--- src/shared/mrs_pkg.sv ---
`default_nettype none
package mrs_pkg;
   // ---------------------------------------------------------------
   // Timing
   // ---------------------------------------------------------------
   localparam int CLK_MHZ = 50;                    // System clock rate
   localparam int DIP_MIN_US = 1000;               // Dip must last longer than this to reset
   localparam int DIP_CYC_DEF = DIP_MIN_US * CLK_MHZ;
   localparam int POST_RELEASE_US = 100;           // Delay after reset release
   localparam int POST_RELEASE_CYC_DEF = POST_RELEASE_US * CLK_MHZ;
   localparam int CNT_W = 17;                      // Wide enough for both counts

   // ---------------------------------------------------------------
   // Widths and reset images
   // ---------------------------------------------------------------
   localparam int IRQ_N = 8;                       // Interrupt sources
   localparam int VEC_W = 3;                       // Vector index width
   localparam int PC_W = 13;                       // Program counter width
   localparam int SP_W = 3;                        // Stack pointer width
   localparam int PORT_W = 8;                      // Port width
   localparam int EV_N = 4;                        // Event status bits
   localparam logic [PC_W-1:0] PC_RESET = 13'h0000;
   localparam logic [SP_W-1:0] SP_TOP = 3'h7;      // Top of hardware stack
   localparam logic [SP_W-1:0] SP_CLEAR = 3'h0;    // Cleared stack pointer
   localparam logic [PORT_W-1:0] PORT_RESET = 8'hff;

   // ---------------------------------------------------------------
   // Register map and fields
   // ---------------------------------------------------------------
   localparam logic [7:0] OFF_CTRL = 8'h00;
   localparam logic [7:0] OFF_STATUS = 8'h04;
   localparam logic [7:0] OFF_IRQ_FLAG = 8'h08;    // irq_control_a flags
   localparam logic [7:0] OFF_IRQ_EN = 8'h0c;      // irq_control_b enables
   localparam logic [7:0] OFF_CMD = 8'h10;
   localparam logic [7:0] OFF_EV_ST = 8'h14;
   localparam logic [7:0] OFF_EV_MASK = 8'h18;
   localparam int CTRL_DIP_EN = 0;
   localparam int CTRL_DIP_SEL = 1;                // Two bits
   localparam int CTRL_GIE = 3;
   localparam int CTRL_TIMER = 4;
   localparam int STAT_WDT = 0;
   localparam int STAT_PD = 1;
   localparam int STAT_ST = 2;                     // Two bits
   localparam int CMD_SLEEP = 0;
   localparam int EV_PIN = 0;
   localparam int EV_DIP = 1;
   localparam int EV_WDT = 2;
   localparam int EV_WAKE = 3;
   localparam logic DIP_EN_RST = 1'b1;
   localparam logic [1:0] DIP_SEL_RST = 2'h0;

   // ---------------------------------------------------------------
   // Types
   // ---------------------------------------------------------------
   typedef enum logic [1:0] {
      ST_HOLD = 2'h0, ST_DELAY = 2'h1, ST_RUN = 2'h3, ST_SLEEP = 2'h2
   } mrs_st_type;
   typedef enum logic [1:0] {
      KIND_NONE = 2'h0, KIND_FULL = 2'h1, KIND_PCSP = 2'h2
   } mrs_kind_type;
   typedef struct packed {
      logic [PC_W-1:0] pc;
      logic [SP_W-1:0] sp;
      logic [PORT_W-1:0] port_data;
      logic [PORT_W-1:0] port_dir;
   } mrs_init_type;
   typedef struct packed {
      logic psel;
      logic penable;
      logic pwrite;
      logic [7:0] paddr;
      logic [31:0] pwdata;
   } mrs_apb_req_type;
   typedef struct packed {
      logic [31:0] prdata;
      logic pready;
      logic pslverr;
   } mrs_apb_rsp_type;
   typedef struct packed {
      mrs_st_type st;
      logic [1:0] pin_sync;
      logic [CNT_W-1:0] dip_cnt;
      logic [CNT_W-1:0] dly_cnt;
      logic wdt_flag;
      logic pd_flag;
      mrs_kind_type kind;
      logic dip_en;
      logic [1:0] dip_sel;
      logic gie;
      logic timer_on;
      logic [IRQ_N-1:0] irq_flag;
      logic [IRQ_N-1:0] irq_en;
      logic [EV_N-1:0] ev_st;
      logic [EV_N-1:0] ev_mask;
      logic [31:0] prdata;
      logic pslverr;
      logic push;
      logic [VEC_W-1:0] vec;
      logic [PC_W-1:0] push_pc;
      mrs_init_type init;
   } mrs_state_type;
   localparam mrs_init_type INIT_FULL = '{pc: PC_RESET, sp: SP_TOP,
      port_data: PORT_RESET, port_dir: PORT_RESET};
   localparam mrs_state_type STATE_RESET = '{st: ST_HOLD, kind: KIND_FULL,
      dip_en: DIP_EN_RST, dip_sel: DIP_SEL_RST, init: INIT_FULL, default: '0};
endpackage : mrs_pkg
`default_nettype wire

--- src/hw/mrs_reset_sequencer.sv ---
// The implementer's own choices: the APB interface to the registers and the register offsets.
`timescale 1ns/1ps
`default_nettype none
module mrs_reset_sequencer #(
   parameter logic [mrs_pkg::CNT_W-1:0] DIP_CYC = mrs_pkg::CNT_W'(mrs_pkg::DIP_CYC_DEF),
   parameter logic [mrs_pkg::CNT_W-1:0] DLY_CYC =
      mrs_pkg::CNT_W'(mrs_pkg::POST_RELEASE_CYC_DEF)
) (
   input wire logic clk,
   input wire logic arst_n,
   input wire mrs_pkg::mrs_apb_req_type apb_req,
   output mrs_pkg::mrs_apb_rsp_type apb_rsp,
   input wire logic external_clear_pin_n,
   input wire logic supply_dip,
   input wire logic watchdog_overflow,
   input wire logic [mrs_pkg::IRQ_N-1:0] irq_request,
   input wire logic [mrs_pkg::PC_W-1:0] core_pc,
   input wire logic stack_full,
   output logic core_run,
   output mrs_pkg::mrs_kind_type reset_kind,
   output mrs_pkg::mrs_init_type init_image,
   output logic watchdog_clear,
   output logic timer_enable,
   output logic prescaler_clear,
   output logic [1:0] supply_dip_threshold,
   output logic [1:0] low_voltage_detect_threshold,
   output logic watchdog_expiry_flag,
   output logic power_down_flag,
   output logic irq_entry,
   output logic [mrs_pkg::VEC_W-1:0] irq_vector,
   output logic [mrs_pkg::PC_W-1:0] stack_push_pc,
   output logic irq
);
   import mrs_pkg::*;

   // ---------------------------------------------------------------
   // State and combinational helpers
   // ---------------------------------------------------------------
   mrs_state_type s_q;            // All registered state
   mrs_state_type s_d;            // Next value of the state
   logic pin_low;                 // Synchronised pin is asserted
   logic dip_qual;                // Dip has lasted past the minimum
   logic apb_setup;               // Setup phase of an APB transfer
   logic apb_wr;                  // Write taking effect this edge
   logic sleep_cmd;               // Software asks for power down
   logic [IRQ_N-1:0] pend;        // Enabled pending requests
   logic [IRQ_N-1:0] irq_clr;     // Flags being cleared this cycle
   logic [IRQ_N-1:0] flag_keep;   // Flags that must survive
   logic [EV_N-1:0] ev_clr;       // Event bits cleared by software
   logic [EV_N-1:0] ev_set;       // Event bits raised by hardware
   logic [VEC_W-1:0] low_idx;     // Lowest pending source

   // ---------------------------------------------------------------
   // Next-state logic
   // ---------------------------------------------------------------
   // One process computes every field; the register bus, the reset
   // sequencing and the interrupt entry all meet here.
   always_comb begin
      // Defaults: every field holds, every strobe is low
      s_d = s_q;
      ev_clr = '0;
      ev_set = '0;
      irq_clr = '0;
      sleep_cmd = 1'b0;
      low_idx = '0;
      s_d.push = 1'b0;
      // Pin passes two flops; only the second one is read
      s_d.pin_sync = {s_q.pin_sync[0], external_clear_pin_n};
      pin_low = ~s_q.pin_sync[1];
      // Reading the first stage would let metastability through
      // Count consecutive dip cycles, saturating at the limit
      // Saturation keeps a long dip qualified, so the core stays held
      // A disabled dip reset also keeps the counter at zero
      if (supply_dip && s_q.dip_en) begin
         if (s_q.dip_cnt != DIP_CYC) begin
            s_d.dip_cnt = CNT_W'(s_q.dip_cnt + 1'b1);
         end
      end else begin
         s_d.dip_cnt = '0;
      end
      // Dip must be seen for DIP_CYC+1 cycles, strictly over the minimum
      dip_qual = s_q.dip_en & supply_dip & (s_q.dip_cnt == DIP_CYC);
      // Disabled flags stay set and simply wait to be taken
      pend = s_q.irq_flag & s_q.irq_en;
      // Lowest index wins when several sources are pending
      for (int i = IRQ_N - 1; i >= 0; i--) begin
         if (pend[i]) begin
            low_idx = VEC_W'(i);
         end
      end

      // Register bus: read data captured in setup, answered in access
      // Capture at setup keeps the decode off the access path; the
      // price is that a read shows the state of the setup cycle
      apb_setup = apb_req.psel & ~apb_req.penable;
      apb_wr = apb_req.psel & apb_req.penable & apb_req.pwrite;
      if (apb_setup) begin
         s_d.prdata = '0;
         s_d.pslverr = 1'b0;
         case (apb_req.paddr)
            OFF_CTRL: begin
               s_d.prdata[CTRL_DIP_EN] = s_q.dip_en;
               s_d.prdata[CTRL_DIP_SEL +: 2] = s_q.dip_sel;
               s_d.prdata[CTRL_GIE] = s_q.gie;
               s_d.prdata[CTRL_TIMER] = s_q.timer_on;
            end
            OFF_STATUS: begin
               s_d.prdata[STAT_WDT] = s_q.wdt_flag;
               s_d.prdata[STAT_PD] = s_q.pd_flag;
               s_d.prdata[STAT_ST +: 2] = s_q.st;
            end
            OFF_IRQ_FLAG: s_d.prdata[IRQ_N-1:0] = s_q.irq_flag;
            OFF_IRQ_EN: s_d.prdata[IRQ_N-1:0] = s_q.irq_en;
            OFF_CMD: s_d.prdata = '0;
            OFF_EV_ST: s_d.prdata[EV_N-1:0] = s_q.ev_st;
            OFF_EV_MASK: s_d.prdata[EV_N-1:0] = s_q.ev_mask;
            default: s_d.pslverr = 1'b1;     // Unmapped address
         endcase
      end
      // Writes land on the access edge; pready is always high
      if (apb_wr) begin
         case (apb_req.paddr)
            OFF_CTRL: begin
               // Threshold code also picks the paired detect level
               s_d.dip_en = apb_req.pwdata[CTRL_DIP_EN];
               s_d.dip_sel = apb_req.pwdata[CTRL_DIP_SEL +: 2];
               s_d.gie = apb_req.pwdata[CTRL_GIE];
               s_d.timer_on = apb_req.pwdata[CTRL_TIMER];
            end
            OFF_STATUS: begin
               // Write one clears; a same-cycle set below still wins
               if (apb_req.pwdata[STAT_WDT]) begin
                  s_d.wdt_flag = 1'b0;
               end
               if (apb_req.pwdata[STAT_PD]) begin
                  s_d.pd_flag = 1'b0;
               end
            end
            OFF_IRQ_FLAG: irq_clr = apb_req.pwdata[IRQ_N-1:0];
            OFF_IRQ_EN: s_d.irq_en = apb_req.pwdata[IRQ_N-1:0];
            OFF_CMD: sleep_cmd = apb_req.pwdata[CMD_SLEEP];
            OFF_EV_ST: ev_clr = apb_req.pwdata[EV_N-1:0];
            OFF_EV_MASK: s_d.ev_mask = apb_req.pwdata[EV_N-1:0];
            default: s_d.ev_mask = s_q.ev_mask;   // Ignored
         endcase
      end

      // Reset sequencing; pin and qualified dip outrank everything
      // Event bits are raised on every cycle the cause is active
      if (pin_low || dip_qual) begin
         s_d.st = ST_HOLD;
         s_d.kind = KIND_FULL;
         s_d.init = INIT_FULL;
         s_d.dly_cnt = '0;
         ev_set[EV_PIN] = pin_low;
         ev_set[EV_DIP] = dip_qual;
      end else begin
         case (s_q.st)
            ST_HOLD: begin
               // Release seen: start the post-release delay
               // Here the pin is high and no dip qualifies
               s_d.st = ST_DELAY;
               s_d.dly_cnt = '0;
            end
            ST_DELAY: begin
               // Core stays held until the counter runs out
               // Counting 0 to DLY_CYC-1 gives DLY_CYC held cycles
               if (s_q.dly_cnt == CNT_W'(DLY_CYC - 1'b1)) begin
                  s_d.st = ST_RUN;
               end else begin
                  s_d.dly_cnt = CNT_W'(s_q.dly_cnt + 1'b1);
               end
            end
            ST_RUN: begin
               // Watchdog first, then sleep request, then entry
               if (watchdog_overflow) begin
                  // Full image as a pin reset, but straight into the delay, plus the expiry flag
                  s_d.st = ST_DELAY;
                  s_d.kind = KIND_FULL;
                  s_d.init = INIT_FULL;
                  s_d.dly_cnt = '0;
                  s_d.wdt_flag = 1'b1;
                  ev_set[EV_WDT] = 1'b1;
               end else if (sleep_cmd) begin
                  s_d.st = ST_SLEEP;
                  s_d.pd_flag = 1'b1;
               end else if (s_q.gie && (|pend) && !stack_full) begin
                  // Only the program counter goes onto the stack
                  // Status is not saved; software must keep it
                  // A full stack refuses entry and the flag waits
                  s_d.push = 1'b1;
                  s_d.push_pc = core_pc;
                  s_d.vec = low_idx;
                  s_d.gie = 1'b0;
                  irq_clr[low_idx] = 1'b1;
               end
            end
            ST_SLEEP: begin
               if (watchdog_overflow) begin
                  // Everything else keeps its value
                  // Ports, enables and flags survive this reset
                  s_d.st = ST_DELAY;
                  s_d.kind = KIND_PCSP;
                  s_d.init.pc = PC_RESET;
                  s_d.init.sp = SP_CLEAR;
                  s_d.dly_cnt = '0;
                  s_d.wdt_flag = 1'b1;
                  s_d.pd_flag = 1'b1;
                  ev_set[EV_WDT] = 1'b1;
               end else if (|s_q.irq_flag) begin
                  // Any raised request wakes, enabled or not
                  s_d.st = ST_RUN;
                  ev_set[EV_WAKE] = 1'b1;
               end
            end
            default: s_d.st = ST_HOLD;
         endcase
      end

      // Held full reset: interrupts off, timer off
      // Only while held: a sleeping core keeps its enables, so
      // interrupts enabled before it sleeps are still taken once it wakes
      if (s_d.kind == KIND_FULL && (s_d.st == ST_HOLD || s_d.st == ST_DELAY)) begin
         s_d.irq_en = '0;
         s_d.gie = 1'b0;
         s_d.timer_on = 1'b0;
      end
      // Sticky flags: a new request beats a clear in the same cycle
      // Service clears only the flag of the source being taken
      flag_keep = s_q.irq_flag & ~irq_clr;
      s_d.irq_flag = flag_keep | irq_request;
      s_d.ev_st = (s_q.ev_st & ~ev_clr) | ev_set;
   end

   // ---------------------------------------------------------------
   // State register
   // ---------------------------------------------------------------
   // Power-on image: flags zero, full reset kind, ports all ones
   // Constants only in the reset branch, so nothing races it
   always_ff @(posedge clk or negedge arst_n) begin
      if (!arst_n) begin
         s_q <= STATE_RESET;
      end else begin
         s_q <= s_d;
      end
   end

   // ---------------------------------------------------------------
   // Outputs
   // ---------------------------------------------------------------
   // Outputs come straight from state registers, except the tied-high
   // pready and the decoded run, clear and interrupt levels
   assign apb_rsp.prdata = s_q.prdata;
   assign apb_rsp.pready = 1'b1;              // Zero wait states
   assign apb_rsp.pslverr = s_q.pslverr;
   assign core_run = (s_q.st == ST_RUN);
   assign reset_kind = s_q.kind;
   assign init_image = s_q.init;
   // Watchdog held clear while the core is held; counts once released
   assign watchdog_clear = (s_q.st == ST_HOLD) || (s_q.st == ST_DELAY);
   assign prescaler_clear = watchdog_clear;
   assign timer_enable = s_q.timer_on;
   assign supply_dip_threshold = s_q.dip_sel;
   assign low_voltage_detect_threshold = s_q.dip_sel;
   assign watchdog_expiry_flag = s_q.wdt_flag;
   assign power_down_flag = s_q.pd_flag;
   assign irq_entry = s_q.push;
   assign irq_vector = s_q.vec;
   assign stack_push_pc = s_q.push_pc;
   assign irq = |(s_q.ev_st & s_q.ev_mask);

   // Checks sleep through power-on reset; its image is constant

   // Neither pin nor dip nor watchdog is acting this cycle
   logic quiet;
   assign quiet = !pin_low && !dip_qual && !watchdog_overflow;
endmodule : mrs_reset_sequencer
`default_nettype wire

--- config.mk ---
export PLATFORM = sky130hd
export DESIGN_NAME = mrs_reset_sequencer
export DESIGN_NICKNAME = d
export VERILOG_FILES = /design/src/shared/mrs_pkg.sv /design/src/hw/mrs_reset_sequencer.sv
export SDC_FILE = /design/constraint.sdc
export NUM_CORES = 1
export LEC_CHECK = 0
export ABC_AREA = 1
export BUFFER_PORTS_ARGS = -buffer_cell sky130_fd_sc_hd__clkbuf_2
export CAP_MARGIN = 15
export CORE_MARGIN = 1.5
export CORE_UTILIZATION = 45
export CTS_CLUSTER_DIAMETER = 100
export DETAILED_ROUTE_END_ITERATION = 10
export PLACE_DENSITY_LB_ADDON = 0.15
export SKIP_LAST_GASP = 1
export SLEW_MARGIN = 20
export SYNTH_ARGS = -nofsm -noshare
export SYNTH_HDL_FRONTEND = slang
export SYNTH_SLANG_ARGS = --single-unit
--- constraint.sdc ---
create_clock -name clk -period 1.78 [get_ports clk]
set_input_delay 0.178 -clock clk [delete_from_list [all_inputs] [get_ports clk]]
set_output_delay 0.178 -clock clk [all_outputs]
set_load 0.005 [all_outputs]
==> results.sh, run 1 <==
export IMPL_routedWlPerCell_um=13.6
export IMPL_outcome="complete, but fails checks"
export IMPL_pin_count=166
export IMPL_synth_edff_count=0
export IMPL_cts_buffers_inserted=9
export IMPL_yosysWarnings=0
export IMPL_cp_arrival_ps=2100
export IMPL_cts_tree="done"
export IMPL_die_w_um=117
export IMPL_critPathLaunchType="flop"
export IMPL_drtIter0Drc=434
export IMPL_cts_htree_levels=3
export IMPL_hold_start="irq_request[2]"
export IMPL_end_kind="flop"
export IMPL_critical_path_max_stage_delay_ps=390
export IMPL_globalRouteOverflowTotal=0
export IMPL_grt_max_degree=56
export IMPL_final_antenna_net_count=0
export IMPL_hold_path_class="in -> reg"
export IMPL_leakagePower_uw=0.00355
export IMPL_slew_headroom_pct=58.7
export IMPL_rrSetupSlack_ps=-80
export IMPL_dp_slack_ps=-64.4
export IMPL_design_area_mm2=0.00693
export IMPL_vias=5032
export IMPL_drc_errors=0
export IMPL_rr_endpoint="s_q[126]"
export IMPL_placed_area_mm2=0.00627
export IMPL_violations="negative setup slack"
export IMPL_synth_main_ff_cell="dfrtp_1"
export IMPL_busiest_layer="met2"
export IMPL_antenna_cells=0
export IMPL_netlist_top_cells_count="nand2_1, dfrtp_1, buf_4, inv_1, nor2_1"
export IMPL_drv_slew=0
export IMPL_die_area_mm2=0.0138
export IMPL_totalWireLength_um=14000
export IMPL_first_pass_iters=5
export IMPL_path_max_fanout=8
export IMPL_min_period_ps=1860
export IMPL_fillers=1211
export IMPL_synth_area_top_cells="dfrtp_1, buf_4, nand2_1"
export IMPL_syn_area_mm2=0.00589
export IMPL_met1_usage_pct=29.7
export IMPL_grt_pass1_wl_um=23400
export IMPL_vdd_drop_max_v=0.000365
export IMPL_yosysSeqAreaShare_pct=41.7
export IMPL_rows=41
export IMPL_clk_pin_slew_worst_paths_ps=70
export IMPL_fin_nets=922
export IMPL_grt_util_all_layers_pct=20.9
export IMPL_ys_async_sr_fraction_pct=100
export IMPL_max_cap_violations=0
export IMPL_synth_cell_types=48
export IMPL_port_buffer_count=87
export IMPL_period_share_pct=105
export IMPL_timing_fmax_ghz=0.537
export IMPL_syn_area_per_cell_um2=7.85
export IMPL_gp_congestion=0.938
export IMPL_clk_path_buf_depth=2
export IMPL_worst_endpoint_required_ps=2020
export IMPL_netlist_instances=751
export IMPL_synthToLayoutAreaGrowth_pct=17.6
export IMPL_viasPerCell=4.90
export IMPL_synth_top_cell_area_share_pct=40.3
export IMPL_skew_ps=6.50
export IMPL_power_density_mw_per_mm2=701
export IMPL_grt_pass1_vias=4778
export IMPL_hold_violations=0
export IMPL_reg2reg_depth=14
export IMPL_hold_end="s_q[100]"
export IMPL_synth_most_common_cell="nand2_1"
export IMPL_use_met3_pct=3.45
export IMPL_root_buffer="clkbuf_16"
export IMPL_crit_family="simple AND/OR/NAND/NOR gates"
export IMPL_grt_use_met2_pct=32.7
export IMPL_rsz0062_at_grt="yes"
export IMPL_layout_drive_gt1_share_pct=26.2
export IMPL_holdPathStages=2
export IMPL_place_hpwl_um=10100
export IMPL_start_util_pct=46.3
export IMPL_clock_sinks=98
export IMPL_synth_largest_area_cell="dfrtp_1"
export IMPL_tightest_slew_ps=617
export IMPL_setup_viol_count_final=30
export IMPL_coreArea_mm2=0.0127
export IMPL_crit_chain="inv_2, ha_4, inv_2, nor2_1, nand2_1, nor2_2, nand3_4, nand2_4, inv_8, o21ai_4, nand2_8, buf_12, nand2_4, o31ai_4"
export IMPL_critPathBufInv=4
export IMPL_ys_seq_elements=98
export IMPL_clock_latency_ps=350
export IMPL_r2r_start="s_q[132]"
export IMPL_antenna_found_initial=0
export IMPL_path_class="reg -> reg"
export IMPL_cp_slowest_cell="dfrtp_1"
export IMPL_fp_dieH_um=117
export IMPL_finalWorstSetupSlack_ps=-81.4
-- cells in the final DEF, fill, tap and decap left out, types with 7 or more instances in the layout --
master / instances
nand2_1: 157
dfrtp_1: 95
clkbuf_2: 86
inv_1: 73
nor2_1: 71
conb_1: 54
o21ai_0: 46
buf_4: 35
nand3_1: 33
a21oi_1: 26
nor2_2: 18
nand2_2: 11
nor3_1: 10
clkbuf_16: 10
inv_2: 9
o22ai_1: 7
o21ai_2: 7
-- registers in the layout, summed over array words and instances, names as in the netlist, 2 cells and up --
signal                        flops
reset_kind                        2
apb_rsp                           9
low_voltage_detect_threshold      2
stack_push_pc                    13
s_q                              63
irq_vector                        3
-- layout make-up --
type                            count  area (µm²)  share of cell area, %
Clock buffer                        9         225                   3.25
Clock inverter                      7         116                   1.68
Inverter                           88         340                   4.91
Multi-Input combinational cell    519        2690                   38.7
Sequential cell                    98        2460                   35.4
Tap cell                          172         215                   3.10
Timing Repair Buffer              133         895                   12.9
-- timing repair --
action | 4_1_cts | 5_1_grt
hold buffers | 2 | 0
cloned | 1 | 2
setup endpoints to repair | 32 | 54
pin swaps | 7 | 12
setup buffers | 8 | 5
gates resized for setup | 11 | 32
hold endpoints to repair | 96 | 0
-- cell families after synthesis --
logic type               synth area share (%)
multiplexers                             1.02
AND/OR/NAND/NOR                          25.2
AO/OA/AOI/OAI                            12.2
other                                   0.127
adder cells (fa/ha/maj)                 0.637
flip-flops                               41.7
buffers and inverters                    18.4
XOR/XNOR                                0.743
-- worst register-to-register path, cell delays in order, from the launching register on --
cell     delay [ps]
dfrtp_1         390
inv_2            90
ha_4            130
inv_2            20
nor2_1           90
nand2_1          90
nor2_2          130
nand3_4         110
nand2_4         110
inv_8            60
o21ai_4          80
nand2_8         150
buf_12          180
nand2_4          70
o31ai_4          60
-- power breakdown --
| group | total (µW) | internal, µW | switching, µW |
|---|---|---|---|
| registers | 2280 | 2260 | 19.5 |
| logic | 316 | 117 | 199 |
| clock network | 2270 | 1370 | 891 |
| total | 4860 | 3750 | 1110 |
-- routing by layer --
metal | wire length (µm) | vias to the layer above | part of all wire, %
li1 | - | 2460 | -
met3 | 681 | 13 | 4.9
met5 | 0 | - | 0
met4 | 170 | 0 | 1.2
met2 | 6450 | 177 | 46
met1 | 6670 | 2382 | 48
-- metrics by stage --
step | total power, µW | util [%] | std cells | setup TNS (ps) | hold WS, ps
2_1_floorplan | 2560 | - | 803 | 0 | -118
3_3_place_gp | 2620 | 49.3 | 993 | -336 | -1.52
3_5_place_dp | 2630 | 49.3 | 993 | -743 | 0.663
4_1_cts | 4900 | 53.0 | 1020 | -611 | 7.76
5_1_grt | 5040 | 54.5 | 1026 | -5170 | 5.35
6_report | 4860 | 54.5 | 1026 | -1470 | 13.9
-- how the worst max path moves through the flow --
stage / start / cells past startpoint / endpoint
floorplan: s_q[132] / 14 / s_q[91]
global placement: s_q[132] / 13 / s_q[92]
detailed placement: s_q[133] / 14 / s_q[126]
CTS: s_q[132] / 14 / s_q[126]
global route: s_q[132] / 13 / s_q[117]
finish: s_q[132] / 14 / s_q[126]
(Power assumes the default switching activity.)
==> run 2: changes to the inputs <==
Settings changed: CELL_PAD_IN_SITES_DETAIL_PLACEMENT set to 0, CELL_PAD_IN_SITES_GLOBAL_PLACEMENT set to 2, CORE_UTILIZATION 45 to 27, PLACE_DENSITY set to 0.83, PLACE_DENSITY_LB_ADDON 0.15 to not set.
==> results.sh, run 2 (synthesis gave the netlist of run 1 again) <==
export IMPL_outcome="complete, but fails checks"
export IMPL_violations="negative setup slack"
export IMPL_antenna_found_initial=0
export IMPL_layout_common_cells="nand2_1, dfrtp_1, clkbuf_2"
export IMPL_cts_tree="done"
export IMPL_first_pass_iters=8
export IMPL_place_hpwl_um=10800
export IMPL_placed_area_mm2=0.00640
export IMPL_hold_violations=0
export IMPL_die_area_mm2=0.0227
export IMPL_fp_dieH_um=151
export IMPL_routedWlPerCell_um=12.9
export IMPL_dp_slack_ps=-47.9
export IMPL_pin_count=166
export IMPL_max_cap_violations=0
export IMPL_antenna_cells=0
export IMPL_rsz0062_at_grt="yes"
export IMPL_power_density_mw_per_mm2=676
export IMPL_final_common_cell="nand2_1"
export IMPL_skew_ps=16.7
export IMPL_setup_viol_count_final=21
export IMPL_viasPerCell=4.28
export IMPL_tightest_slew_ps=567
export IMPL_layout_drive_gt1_share_pct=25.3
export IMPL_clk_pin_slew_worst_paths_ps=70
export IMPL_rows=53
export IMPL_vias=4825
export IMPL_largest_register_ffs=63
export IMPL_top_register="s_q"
export IMPL_cts_buffers_inserted=9
export IMPL_finalWorstSetupSlack_ps=-27.4
export IMPL_clk_path_buf_depth=2
export IMPL_grt_pass1_wl_um=22500
export IMPL_start_util_pct=27.8
export IMPL_clock_sinks=98
export IMPL_design_area_mm2=0.00689
export IMPL_globalRouteOverflowTotal=0
export IMPL_slew_headroom_pct=62.2
export IMPL_port_buffer_count=87
export IMPL_period_share_pct=102
export IMPL_synthToLayoutAreaGrowth_pct=16.8
export IMPL_path_class="reg -> reg"
export IMPL_timing_fmax_ghz=0.553
export IMPL_final_antenna_net_count=0
export IMPL_grt_util_all_layers_pct=12.8
export IMPL_clock_latency_ps=360
export IMPL_hold_path_class="in -> reg"
export IMPL_critPathLaunchType="flop"
export IMPL_root_buffer="clkbuf_16"
export IMPL_drc_errors=0
export IMPL_vdd_drop_max_v=0.000388
export IMPL_cts_htree_levels=3
export IMPL_drtIter0Drc=280
export IMPL_grt_max_degree=99
export IMPL_end_kind="flop"
export IMPL_worst_endpoint_required_ps=2020
export IMPL_grt_pass1_vias=4356
export IMPL_cp_arrival_ps=2050
export IMPL_min_period_ps=1810
export IMPL_fin_nets=921
export IMPL_coreArea_mm2=0.0212
export IMPL_totalWireLength_um=14500
export IMPL_die_w_um=151
export IMPL_path_max_fanout=11
export IMPL_power_uw=4660
export IMPL_leakagePower_uw=0.00342
export IMPL_gp_congestion=0.825
export IMPL_drv_slew=0
[run 2: cell types whose count changed in the layout (fill, tap and decap cells not counted), moves of 2 or more]
cell           before  now
nand2_4             6    1
buf_4              35   39
nand2_1           157  161
buf_12              4    1
buf_6               3    0
bufinv_16           3    1
clkinv_2            2    0
clkinv_4            0    2
dlygate4sd3_1       2    4
nor2_2             18   20
o31ai_1             0    2
o31ai_4             2    0
[run 2: repair_timing]
item | in CTS | in global routing
pin swaps | 1 | 8
buffers inserted | 0 | 6
gates cloned | 0 | 1
hold buffers | 4 | 0
endpoints found under the hold margin | 98 | 0
gates resized for setup | 1 | 27
endpoints found under the setup margin | 23 | 51
[run 2: path summary, 6_finish.rpt]
check	start	cells after the start	slack [ps]	to
worst max-delay path	s_q[132]	14	-30	s_q[118]
worst max register to register	s_q[132]	14	-30	s_q[118]
worst min-delay path	irq_request[6]	3	9	s_q[104]
max in group asynchronous	arst_n	3	930	init_image[17]
min in group asynchronous	arst_n	3	430	s_q[120]
worst min register to register	s_d[150]	0	380	s_q[150]
[run 2: area by class of cell]
cell class,instances,area (µm²)
fill,2319,14300
multi-input combinational,519,2620
sequential,98,2460
timing repair buffer,132,813
tap,275,344
inverter,88,340
clock buffer,10,239
clock inverter,6,72.6
[run 2: per-layer routing]
metal	vias up	part of all wire (%)	GRT usage, %
li1	2460	-	-
met1	2223	48	17.5
met2	123	46	20.1
met3	19	4.3	1.55
met4	0	2.1	5.87
met5	-	0	0
[run 2: report_power, final]
group,leakage [µW],internal (µW),total (µW),switching (µW)
combinational,0.00199,117,313,196
sequential,0.00128,2260,2280,21.7
clock,0.000150,1140,2060,919
[run 2: critical path: stages, from the launching register on]
cell,delay [ps]
dfrtp_1,390
inv_2,90
ha_4,130
inv_2,20
nor2_1,70
nand2_1,80
nor2_2,150
nand3_4,110
nand2_4,110
inv_8,60
o21ai_4,80
nand2_8,120
buf_8,160
nand2_1,70
o21ai_2,50
[run 2: stage by stage]
step / util, % / TNS [ps] / hold WS (ps) / cells
after global placement: 30.2 / -23.6 / 301 / 1102
after detailed placement: 30.2 / -261 / 297 / 1102
after CTS: 31.8 / -343 / 1.60 / 1122
after global routing: 32.4 / -3910 / 10.8 / 1128
after floorplan: - / 0 / -118 / 803
final: 32.4 / -348 / 8.82 / 1128
==> run 3: changes to the inputs <==
Clock period 1.78 ns to 1.5 ns, I/O delays scaled along.
==> results.sh, run 3 (synthesis gave the netlist of run 1 again) <==
export IMPL_power_density_mw_per_mm2=686
export IMPL_leakagePower_uw=0.00390
export IMPL_vias=5302
export IMPL_cts_buffers_inserted=9
export IMPL_cts_tree="done"
export IMPL_skew_ps=7.82
export IMPL_path_class="reg -> reg"
export IMPL_crit_family="simple AND/OR/NAND/NOR gates"
export IMPL_dp_slack_ps=-291
export IMPL_gp_congestion=0.816
export IMPL_rsz0062_at_grt="yes"
export IMPL_power_uw=5380
export IMPL_clock_latency_ps=350
export IMPL_place_hpwl_um=12400
export IMPL_clk_pin_slew_worst_paths_ps=70
export IMPL_hold_start="core_pc[7]"
export IMPL_multi_input_area_mm2=0.00276
export IMPL_fp_dieH_um=151
export IMPL_layout_drive_gt1_share_pct=33.5
export IMPL_crit_chain="inv_2, ha_4, inv_2, nor2_2, nand2_1, nor2_2, nand3_4, nand2_4, inv_8, o21ai_4, nand2_8, nor2_4, nor2_1"
export IMPL_hold_path_class="in -> reg"
export IMPL_first_pass_iters=5
export IMPL_grt_max_degree=32
export IMPL_final_common_cell="nand2_1"
export IMPL_antenna_cells=0
export IMPL_worst_endpoint_required_ps=1740
export IMPL_violations="negative setup slack"
export IMPL_timing_fmax_ghz=0.567
export IMPL_outcome="complete, but fails checks"
export IMPL_setup_viol_count_final=59
export IMPL_path_max_fanout=7
export IMPL_globalRouteOverflowTotal=0
export IMPL_finalWorstSetupSlack_ps=-265
export IMPL_min_period_ps=1770
export IMPL_fin_nets=1020
export IMPL_cp_arrival_ps=2000
export IMPL_r2r_start="s_q[132]"
export IMPL_largest_register_ffs=63
export IMPL_start_util_pct=27.8
export IMPL_synthToLayoutAreaGrowth_pct=33.1
export IMPL_top_register="s_q"
export IMPL_setup_worst_path_start="s_q[132]"
export IMPL_rows=53
export IMPL_totalWireLength_um=16200
export IMPL_coreArea_mm2=0.0212
export IMPL_cp_slowest_cell="dfrtp_1"
export IMPL_die_area_mm2=0.0227
export IMPL_period_share_pct=118
export IMPL_port_buffer_count=87
export IMPL_layout_common_cells="nand2_1, buf_4, dfrtp_1"
export IMPL_root_buffer="clkbuf_16"
export IMPL_drv_slew=0
export IMPL_design_area_mm2=0.00785
export IMPL_whs_ps=7.26
export IMPL_die_w_um=151
export IMPL_vdd_drop_max_v=0.000462
export IMPL_clk_path_buf_depth=2
export IMPL_regArea_mm2=0.00246
export IMPL_placed_area_mm2=0.00703
export IMPL_grt_util_all_layers_pct=14.7
export IMPL_pin_count=166
export IMPL_grt_pass1_vias=5085
export IMPL_clock_sinks=98
export IMPL_critical_path_max_stage_delay_ps=390
export IMPL_critPathLaunchType="flop"
export IMPL_critPathBufInv=3
export IMPL_routedWlPerCell_um=13.2
export IMPL_final_antenna_net_count=0
export IMPL_grt_pass1_wl_um=25900
export IMPL_max_cap_violations=0
export IMPL_viasPerCell=4.32
export IMPL_fillers=2278
export IMPL_hold_violations=0
export IMPL_cts_htree_levels=3
export IMPL_drtIter0Drc=371
export IMPL_antenna_found_initial=0
export IMPL_end_kind="flop"
export IMPL_drc_errors=0
run 3: cell count changes in the layout (fill, tap and decap cells not counted), moves of 3 or more:
cell and change:
o21ai_0 -8, nand3_2 +4, buf_6 +12, nand3_4 +3, dlygate4sd3_1 +17, nor2_1 -5, o21ai_1 +7, clkinvlp_4 +3
buf_4 +69, nand3_1 -7, nor2_4 +3
run 3: worst min-delay path, delay by kind of cell:
kind,cells,cell delay (ps)
AND/OR/NAND/NOR,2,90
buffers and inverters,1,80
run 3: where the power goes:
group	leakage (µW)	switching [µW]	internal [µW]	total (µW)
logic	0.00250	256	193	449
registers	0.00128	24.1	2680	2700
clock network	0.000126	1090	1140	2230
total	0.00390	1370	4010	5380
run 3: layer usage:
layer | vias to the layer above | global-route usage (%) | wire length, µm
met3 | 11 | 2.85 | 729
met2 | 138 | 23.1 | 7430
met4 | 0 | 3.64 | 189
li1 | 2671 | - | -
met5 | - | 0 | 0
met1 | 2482 | 20.7 | 7830
run 3: cell type report:
| type | instances | share of cell area [%] |
|---|---|---|
| inverter | 88 | 4.34 |
| clock inverter | 7 | 0.702 |
| multi-input combinational | 519 | 35.2 |
| tap | 275 | 4.39 |
| timing repair buffer | 231 | 21.2 |
| clock buffer | 9 | 2.87 |
| sequential | 98 | 31.3 |
run 3: final timing paths:
| check | to | slack (ps) | cells after the start |
|---|---|---|---|
| max in group asynchronous | s_q[110] | 590 | 3 |
| min | stack_push_pc[7] | 7 | 3 |
| min in group asynchronous | apb_rsp[5] | 300 | 2 |
| max | s_q[107] | -270 | 13 |
| min reg2reg | s_q[150] | 360 | 0 |
| max reg2reg | s_q[107] | -270 | 13 |
run 3: timing repair:
action | 4_1_cts | 5_1_grt
gates cloned | 1 | 0
hold buffers | 21 | 0
pin swaps | 15 | 29
gates resized for setup | 36 | 39
endpoints found under the hold margin | 43 | 0
setup endpoints to repair | 67 | 73
setup buffers | 6 | 6
run 3: metrics by stage:
stage                     std cells  utilization (%)  TNS (ps)
after detailed placement       1182             33.1    -12590
after floorplan                 803                -     -5020
after CTS                      1224             36.2    -11650
after global placement         1182             33.1    -10900
final                          1227             37.0    -11490
after global routing           1227             37.0    -20380
